==> config.mk <==
export PLATFORM = sky130hd
export DESIGN_NAME = iqu_unpacker
export DESIGN_NICKNAME = d
export VERILOG_FILES = /design/src/iqu_fifo.v /design/src/iqu_unpacker.v
export VERILOG_INCLUDE_DIRS = /design/src /design/src/common
export SDC_FILE = /design/constraint.sdc
export NUM_CORES = 2
export LEC_CHECK = 0
export BUFFER_PORTS_ARGS = -buffer_cell sky130_fd_sc_hd__buf_2
export CAP_MARGIN = 5
export CORE_ASPECT_RATIO = 2
export CORE_MARGIN = 5
export CORE_UTILIZATION = 64
export DETAILED_ROUTE_END_ITERATION = 8
export GPL_ROUTABILITY_DRIVEN = 0
export PLACE_DENSITY = 0.86
export SLEW_MARGIN = 20
export SYNTH_ARGS = -nofsm -noshare
export SYNTH_HDL_FRONTEND = slang
export SYNTH_SLANG_ARGS = --single-unit
==> constraint.sdc <==
create_clock -name core_clk -period 12.9 [get_ports core_clk]
set_input_delay 0.645 -clock core_clk [delete_from_list [all_inputs] [get_ports core_clk]]
set_output_delay 0.645 -clock core_clk [all_outputs]
set_load 0.005 [all_outputs]
==> src/common/iqu_defines.vh <==
// Constants for the I/Q sample unpacker: formats, scaling, sizes, timing.
// Assumes a single 100 MHz core clock; included by bare name.
`ifndef IQU_DEFINES_VH
`define IQU_DEFINES_VH

// Byte assembly states
`define IQU_ST_IHI        2'h0
`define IQU_ST_ILO        2'h1
`define IQU_ST_QHI        2'h2
`define IQU_ST_QLO        2'h3

// Legacy unsigned word: 14-bit value, two marker bits on top
`define IQU_LEG_VAL_MSB   13
`define IQU_LEG_MK_LO     14
`define IQU_LEG_MK_HI     15
`define IQU_LEG_ZERO      14'h2000
`define IQU_LEG_SHIFT     2

// Signed DAC code limits
`define IQU_CODE_MAX      16'h7fff
`define IQU_CODE_MIN      16'h8000

// Amplitude scale, percent of full scale
`define IQU_SCALE_DEF     7'h46
`define IQU_SCALE_MAX     7'h64
`define IQU_GAIN_PER_PCT  16'h0148
`define IQU_GAIN_SHIFT    15

// Interpolator taps and result shift
`define IQU_TAP_NEAR      20'h00009
`define IQU_INTERP_SHIFT  4

// Download length and FIFO shape
`define IQU_MIN_POINTS    16'h003c
`define IQU_FIFO_WIDTH    40
`define IQU_FIFO_DEPTH    32
`define IQU_FIFO_AW       5

// Marker byte: low nibble used, high nibble reserved zero
`define IQU_MK_RSVD       4'h0

// DAC word period: core clock 10 ns, sample period in ns
`define IQU_CLK_NS        10
`define IQU_SAMPLE_NS     40
`define IQU_DIV_CYCLES    ((`IQU_SAMPLE_NS) / (`IQU_CLK_NS))
`define IQU_DIV_W         8

`endif

==> src/iqu_fifo.v <==
// Synchronous FIFO with a registered read port, valid/ready on both sides.
// Assumes one clock and a synchronous active-high reset.
`timescale 1ns/1ps
`default_nettype none

module iqu_fifo #(
  parameter WIDTH = 40,
  parameter DEPTH = 32,
  parameter AW    = 5
) (
  // Clock and reset
  input  wire             core_clk,
  input  wire             reset,
  // Fill side
  input  wire             in_valid,
  output wire             in_ready,
  input  wire [WIDTH-1:0] in_data,
  // Drain side
  output reg              out_valid,
  input  wire             out_ready,
  output reg  [WIDTH-1:0] out_data
);

  reg [WIDTH-1:0] mem [0:DEPTH-1];
  reg [AW-1:0]    wr_q;
  reg [AW-1:0]    rd_q;
  reg [AW:0]      cnt_q;
  wire            push;
  wire            load;

  // Output register adds one slot beyond DEPTH
  assign in_ready = (cnt_q != DEPTH[AW:0]);
  assign push     = in_valid && in_ready;
  assign load     = (!out_valid || out_ready) && (cnt_q != {(AW+1){1'b0}});

  always @(posedge core_clk)
  begin
    if (push)
    begin
      mem[wr_q] <= in_data;
    end
  end

  always @(posedge core_clk)
  begin
    if (reset)
    begin
      wr_q      <= {AW{1'b0}};
      rd_q      <= {AW{1'b0}};
      cnt_q     <= {(AW+1){1'b0}};
      out_valid <= 1'b0;
      out_data  <= {WIDTH{1'b0}};
    end
    else
    begin
      if (push)
      begin
        wr_q <= wr_q + 1'b1;
      end
      if (load)
      begin
        out_data  <= mem[rd_q];
        rd_q      <= rd_q + 1'b1;
        out_valid <= 1'b1;
      end
      else if (out_ready)
      begin
        out_valid <= 1'b0;
      end
      if (push && !load)
      begin
        cnt_q <= cnt_q + 1'b1;
      end
      else if (load && !push)
      begin
        cnt_q <= cnt_q - 1'b1;
      end
    end
  end

endmodule // iqu_fifo

`default_nettype wire

==> src/iqu_unpacker.v <==
// I/Q sample unpacker: byte stream in, scaled and interpolated DAC words out.
// Assumes byte and control inputs come from logic on core_clk.
`timescale 1ns/1ps
`default_nettype none
`include "iqu_defines.vh"

module iqu_unpacker (
  // Clock and reset
  input  wire        core_clk,
  input  wire        reset,
  // Format selection
  input  wire        legacy_fmt,
  input  wire        split_streams,
  // Main byte stream (interleaved, or I entries when split)
  input  wire        in_valid,
  output wire        in_ready,
  input  wire [7:0]  in_byte,
  input  wire        in_last,
  input  wire [7:0]  wave_name,
  // Second byte stream (Q entries when split)
  input  wire        q_valid,
  output wire        q_ready,
  input  wire [7:0]  q_byte,
  // Settings and run-time scaling
  input  wire        set_valid,
  input  wire [6:0]  runtime_amplitude_scale,
  // Playback control
  input  wire        arbitrary_waveform_playback,
  input  wire        overload_clear,
  // DAC side
  output reg         dac_valid_q,
  output reg  [15:0] dac_i_q,
  output reg  [15:0] dac_q_q,
  output reg  [7:0]  dac_marker_q,
  // Status
  output reg         overload_q,
  output reg         short_wave_q,
  output reg         hdr_unspec_q,
  output reg  [7:0]  wave_name_q,
  output reg  [15:0] point_count_q
);

  // Saturate a 20-bit signed value to a 16-bit code
  function [16:0] sat16;
    input [19:0] v;
    begin
      if (!v[19] && (v[18:15] != 4'h0))
        sat16 = {1'b1, `IQU_CODE_MAX};
      else if (v[19] && (v[18:15] != 4'hf))
        sat16 = {1'b1, `IQU_CODE_MIN};
      else
        sat16 = {1'b0, v[15:0]};
    end
  endfunction

  // Legacy unsigned word to signed code; signed words pass unchanged
  function [15:0] to_code;
    input [15:0] w;
    input        leg;
    reg   [13:0] c;
    begin
      c = w[`IQU_LEG_VAL_MSB:0] - `IQU_LEG_ZERO;
      to_code = leg ? {c, {`IQU_LEG_SHIFT{1'b0}}} : w;
    end
  endfunction

  // Apply the amplitude scale in Q1.15
  function [16:0] scale;
    input [15:0] code;
    input [15:0] gain;
    reg   [32:0] p;
    begin
      p = $signed(code) * $signed({1'b0, gain});
      scale = sat16({{2{p[32]}}, p[32:`IQU_GAIN_SHIFT]});
    end
  endfunction

  // Four-tap midpoint interpolator: (9*(b+c) - (a+d)) / 16
  // Sum kept at 24 bits; 20 would wrap on full-scale input and hide overload
  function [19:0] interp;
    input [15:0] a;
    input [15:0] b;
    input [15:0] c;
    input [15:0] d;
    reg   [23:0] s;
    begin
      s = `IQU_TAP_NEAR * ({{8{b[15]}}, b} + {{8{c[15]}}, c})
          - {{8{a[15]}}, a} - {{8{d[15]}}, d};
      interp = s[23:`IQU_INTERP_SHIFT];
    end
  endfunction

  // Byte assembly
  reg  [1:0]  st_q;
  reg  [7:0]  hi_q;
  reg  [15:0] wi_q;
  reg  [15:0] wq_q;
  reg         pt_valid_q;
  reg         pt_last_q;
  reg         dl_active_q;
  reg         set_seen_q;
  reg  [6:0]  scale_q;
  wire        fifo_in_ready;
  wire        take_main;
  wire        take_q;
  wire        take;
  wire [7:0]  bsel;
  wire        q_phase;

  assign q_phase   = (st_q == `IQU_ST_QHI) || (st_q == `IQU_ST_QLO);
  // In split mode the Q half comes from the second stream
  assign in_ready  = !pt_valid_q && !(split_streams && q_phase);
  assign q_ready   = !pt_valid_q && split_streams && q_phase;
  assign take_main = in_valid && in_ready;
  assign take_q    = q_valid && q_ready;
  assign take      = take_main || take_q;
  assign bsel      = take_q ? q_byte : in_byte;

  always @(posedge core_clk)
  begin
    if (reset)
    begin
      st_q       <= `IQU_ST_IHI;
      hi_q       <= 8'h00;
      wi_q       <= 16'h0000;
      wq_q       <= 16'h0000;
      pt_valid_q <= 1'b0;
      pt_last_q  <= 1'b0;
    end
    else
    begin
      if (pt_valid_q && fifo_in_ready)
      begin
        pt_valid_q <= 1'b0;
      end
      if (take)
      begin
        case (st_q)
          `IQU_ST_IHI:
          begin
            hi_q <= bsel;
            st_q <= `IQU_ST_ILO;
          end
          `IQU_ST_ILO:
          begin
            wi_q <= {hi_q, bsel};
            st_q <= `IQU_ST_QHI;
          end
          `IQU_ST_QHI:
          begin
            hi_q <= bsel;
            st_q <= `IQU_ST_QLO;
          end
          `IQU_ST_QLO:
          begin
            // Q closes the point begun by the preceding I
            wq_q       <= {hi_q, bsel};
            pt_valid_q <= 1'b1;
            pt_last_q  <= take_main && in_last;
            st_q       <= `IQU_ST_IHI;
          end
          default:
          begin
            st_q <= `IQU_ST_IHI;
          end
        endcase
      end
    end
  end

  // Conversion and scale
  wire [15:0] ci;
  wire [15:0] cq;
  wire [15:0] gain;
  wire [16:0] si;
  wire [16:0] sq;
  wire [3:0]  mk;
  wire [39:0] fifo_in;

  assign ci   = to_code(wi_q, legacy_fmt);
  assign cq   = to_code(wq_q, legacy_fmt);
  assign gain = {9'h000, scale_q} * `IQU_GAIN_PER_PCT;
  assign si   = scale(ci, gain);
  assign sq   = scale(cq, gain);
  // Legacy words carry two markers each; signed downloads get all markers off
  assign mk   = legacy_fmt ? {wq_q[`IQU_LEG_MK_HI:`IQU_LEG_MK_LO],
                              wi_q[`IQU_LEG_MK_HI:`IQU_LEG_MK_LO]} : 4'h0;
  assign fifo_in = {`IQU_MK_RSVD, mk, si[15:0], sq[15:0]};

  // Download bookkeeping
  wire first_byte;
  assign first_byte = take_main && !dl_active_q;

  always @(posedge core_clk)
  begin
    if (reset)
    begin
      dl_active_q   <= 1'b0;
      set_seen_q    <= 1'b0;
      scale_q       <= `IQU_SCALE_DEF;
      short_wave_q  <= 1'b0;
      hdr_unspec_q  <= 1'b0;
      wave_name_q   <= 8'h00;
      point_count_q <= 16'h0000;
    end
    else
    begin
      // Name ties the point stream, its markers and its settings together
      if (first_byte)
      begin
        dl_active_q   <= 1'b1;
        wave_name_q   <= wave_name;
        point_count_q <= 16'h0000;
        set_seen_q    <= 1'b0;
        short_wave_q  <= 1'b0;
      end
      if (set_valid)
      begin
        scale_q    <= (runtime_amplitude_scale > `IQU_SCALE_MAX) ?
                      `IQU_SCALE_MAX : runtime_amplitude_scale;
        set_seen_q <= 1'b1;
      end
      // Unspecified settings leave scale_q as it stood
      if (pt_valid_q && fifo_in_ready)
      begin
        point_count_q <= point_count_q + 16'h0001;
        if (pt_last_q)
        begin
          dl_active_q  <= 1'b0;
          hdr_unspec_q <= !(set_seen_q || set_valid);
          short_wave_q <= (point_count_q + 16'h0001) < `IQU_MIN_POINTS;
        end
      end
    end
  end

  // Buffering
  wire        fo_valid;
  wire        fo_ready;
  wire [39:0] fo_data;

  iqu_fifo #(
    .WIDTH (`IQU_FIFO_WIDTH),
    .DEPTH (`IQU_FIFO_DEPTH),
    .AW    (`IQU_FIFO_AW)
  ) u_fifo (
    .core_clk  (core_clk),
    .reset     (reset),
    .in_valid  (pt_valid_q),
    .in_ready  (fifo_in_ready),
    .in_data   (fifo_in),
    .out_valid (fo_valid),
    .out_ready (fo_ready),
    .out_data  (fo_data)
  );

  // Sample divider
  localparam [`IQU_DIV_W-1:0] DIV_LAST = `IQU_DIV_CYCLES - 1;
  reg  [`IQU_DIV_W-1:0] div_q;
  wire                  smp_en;

  assign smp_en = (div_q == DIV_LAST);

  always @(posedge core_clk)
  begin
    if (reset || smp_en)
      div_q <= {`IQU_DIV_W{1'b0}};
    else
      div_q <= div_q + 1'b1;
  end

  // Playback and interpolation
  reg  [15:0] hi0_q, hi1_q, hi2_q;
  reg  [15:0] hq0_q, hq1_q, hq2_q;
  reg  [7:0]  mk1_q, mk2_q;
  reg         phase_q;
  wire        pop;
  wire [16:0] mi;
  wire [16:0] mq;

  // Playback stalls the FIFO, which stalls the byte side
  assign pop = arbitrary_waveform_playback && smp_en && !phase_q && fo_valid;
  assign fo_ready = pop;
  // Overshoot here is why a full-range input can still overload
  assign mi = sat16(interp(hi0_q, hi1_q, hi2_q, fo_data[31:16]));
  assign mq = sat16(interp(hq0_q, hq1_q, hq2_q, fo_data[15:0]));

  always @(posedge core_clk)
  begin
    if (reset)
    begin
      hi0_q        <= 16'h0000;
      hi1_q        <= 16'h0000;
      hi2_q        <= 16'h0000;
      hq0_q        <= 16'h0000;
      hq1_q        <= 16'h0000;
      hq2_q        <= 16'h0000;
      mk1_q        <= 8'h00;
      mk2_q        <= 8'h00;
      phase_q      <= 1'b0;
      dac_valid_q  <= 1'b0;
      dac_i_q      <= 16'h0000;
      dac_q_q      <= 16'h0000;
      dac_marker_q <= 8'h00;
      overload_q   <= 1'b0;
    end
    else
    begin
      dac_valid_q <= 1'b0;
      if (pop)
      begin
        hi0_q        <= hi1_q;
        hi1_q        <= hi2_q;
        hi2_q        <= fo_data[31:16];
        hq0_q        <= hq1_q;
        hq1_q        <= hq2_q;
        hq2_q        <= fo_data[15:0];
        mk1_q        <= mk2_q;
        mk2_q        <= fo_data[39:32];
        dac_i_q      <= mi[15:0];
        dac_q_q      <= mq[15:0];
        dac_marker_q <= 8'h00;
        dac_valid_q  <= 1'b1;
        phase_q      <= 1'b1;
      end
      else if (smp_en && phase_q)
      begin
        // Real point follows its leading midpoint
        dac_i_q      <= hi1_q;
        dac_q_q      <= hq1_q;
        dac_marker_q <= mk1_q;
        dac_valid_q  <= 1'b1;
        phase_q      <= 1'b0;
      end
      // Set wins over clear so no overload is missed
      if (pop && (mi[16] || mq[16]))
        overload_q <= 1'b1;
      else if (pt_valid_q && fifo_in_ready && (si[16] || sq[16]))
        overload_q <= 1'b1;
      else if (overload_clear)
        overload_q <= 1'b0;
    end
  end

endmodule // iqu_unpacker

`default_nettype wire

==> reports/qor.yml <==
yosys:
  yosys_warnings: 0
  seq_area_frac_synth: 0.525
  syn_inst: 5444
  syn_avg_cell_area_um2: 14.1
  synth_area_mm2: 0.0766
  async_reset_ff_frac: 0
  synth.area.top_cells: "edfxtp_1 45%, fa_1 12%, mux4_2 11%"
  synthDistinctLibCells: 76
  post-synth-top-area-cell: "edfxtp_1"
  synth_ff_type: "edfxtp_1"
  synth_top_cell_area_share: 0.452
  ys_ff_latch: 1435
  synth_edf_count: 1152
floorplanning:
  core_mm2: 0.119
  die_h_um: 499
  dieArea_mm2: 0.127
  placementRows: 179
  start_util: 0.644
  die_w_um: 255
  io_pins: 111
critical_path:
  path_max_fanout: 35
  start_kind: "register"
  worstSetupPathType: "reg -> reg"
  slowest_stage: "a21o_1"
  crit_top_cell: "fa_1"
  r2r_cells: 34
  cp_slowest_stage_delay_ps: 860
  critical_path.endpoint_type: "register"
  arrival_ps: 11660
  required_ps: 13340
placement:
  port_buffers: 106
  dpl_cell_area_mm2: 0.0792
  dp_hpwl_um: 132000
  pre_cts_ws_ps: 2040
  dpl.cell_count: 6926
clock_tree:
  cts_tree: "done"
  ctsResizeCount: 0
  cts_setup_buffers: 0
  clkLatencyLatePin_ps: 780
  clock-root-buffer: "clkbuf_16"
  cts_hold_buf: 0
  clkSinkCount: 1435
  path_clk_slew_ps: 80
  cts-htree-levels: 3
  cts_buffer_depth: 3
  numCtsBuffers: 109
cells_and_area:
  seq_area_mm2: 0.0403
  layout_common_cells: "1152 x edfxtp_1, 574 x nand2_1, 573 x inv_1"
  fillCellCount: 6978
  drive_gt1_frac: 0.152
  nets: 6359
  multiInputGateArea_mm2: 0.0337
  final_area_mm2: 0.0833
  fin_cells: 7146
  final_common_cell: "edfxtp_1"
  synthToLayoutAreaGrowth_pct: 8.67
routing:
  routed-via-count: 48531
  drt_iter0_drc: 6098
  final_antenna_net_count: 0
  wl_per_cell_um: 30.1
  dr.pass1.iters: 7
  via_per_inst: 6.79
  drcViolationCount: 0
  wl_um: 215000
outcome:
  status: "completed"
timing:
  rsz0062_at_grt: "false"
  setup_viol: 0
  setup_tns_ps: 0
  finalCritPeriodShare: 0.870
  worst_pin_slew_ps: 1210
  final_max_slew_viol_count: 0
  fmax_mhz: 89.1
  relSlewSlack: 0.168
  hold_viol_final: 0
  setup_slack_ps: 1670
  fin_crit_ps: 11230
  skew_ps: 64.3
worst_hold_path:
  hold_class: "in -> reg"
  holdPathStages: 3
global_route:
  grt_overflow: 0
  grt_max_degree: 137
  antenna_found_initial: 14
  grt_pass1_wl_um: 319000
  track_usage: 0.341
  grt_pass1_vias: 50847
flow_run:
  maxCapViolCount: 0
[cells in the mapped netlist (all sizes together) (9+ instances only)]
library cell and n:
o211ai 9, edfxtp 1152, xnor2 91, nor2b 38
mux4 360, and3 24, mux2i 98, and2 77
o21a 11, o21ai 68, clkbuf 205, fa 469
buf 43, dfxtp 283, nand4 16, xor2 52
a211oi 73, a221oi 34, mux2 29, ha 348
inv 574, nand3 18, nand2b 51, nor2 284
o21bai 21, a21oi 243, nand2 576, a31oi 10
or3 11, a21o 55, nor3 29
[registers in the layout, summed over array words and instances (netlist names), 5 cells and up]
register,cells
dac_i_q,16
dac_q_q,16
div_q,8
hi0_q,16
hi1_q,16
hi2_q,16
hi_q,8
hq0_q,16
hq1_q,16
hq2_q,16
point_count_q,16
scale_q,7
u_fifo.cnt_q,6
u_fifo.mem,1152
u_fifo.out_data,36
u_fifo.rd_q,5
u_fifo.wr_q,5
wave_name_q,8
wi_q,16
wq_q,16
[path summary, 6_finish.rpt]
path,slack [ps],end,start
worst max-delay path,1670,u_fifo.mem[7][9],scale_q[1]
worst min register to register,450,div_q[0],div_q[0]
worst min-delay path,110,wave_name_q[5],wave_name[5]
worst max register to register,1670,u_fifo.mem[7][9],scale_q[1]
[cells by family (layout without fill, tap and decap cells)]
logic type,count (synthesis),after routing,share of synthesized area
compound gates,586,586,0.0495
xor+xnor,143,143,0.0163
fa+ha+maj,817,817,0.179
buf+inv,822,973,0.0406
flops,1435,1435,0.525
mux,487,487,0.123
other cells,1,14,0.0000489
simple gates,1153,1153,0.0658
[per-layer routing]
layer	GRT usage	routed length (µm)
met1	0.383	65700
met2	0.570	108000
met3	0.0739	20800
met4	0.247	20300
met5	0.000386	51
[critical path: cells and delay by family, from the launching register on]
kind	cells	cell delay [ps]
buffers and inverters	6	970
DFF	1	330
AOI/OAI and AO/OA	14	4640
adders and majority gates	11	4410
and+or+nand+nor	2	340
xor gates and xnor gates	1	150
[per-stage QoR]
step | utilization | hold slack, ps
after floorplan | - | 418
after global placement | 0.666 | 427
after detailed placement | 0.666 | 445
after CTS | 0.699 | 72.0
after global routing | 0.700 | 97.4
final | 0.700 | 109
[area by class of cell]
type | count | share of cell area
flip-flops and latches | 1435 | 0.484
multi-input cells | 3190 | 0.405
clock buffers | 120 | 0.0334
inverters | 574 | 0.0259
well taps | 1538 | 0.0231
repair buffers | 191 | 0.0147
clock inverters | 88 | 0.0139
diodes | 10 | 0.000301
Power is left out: the tool's default activity adds up to more than one toggle a clock period on the data nets, which glitch-free logic cannot reach.
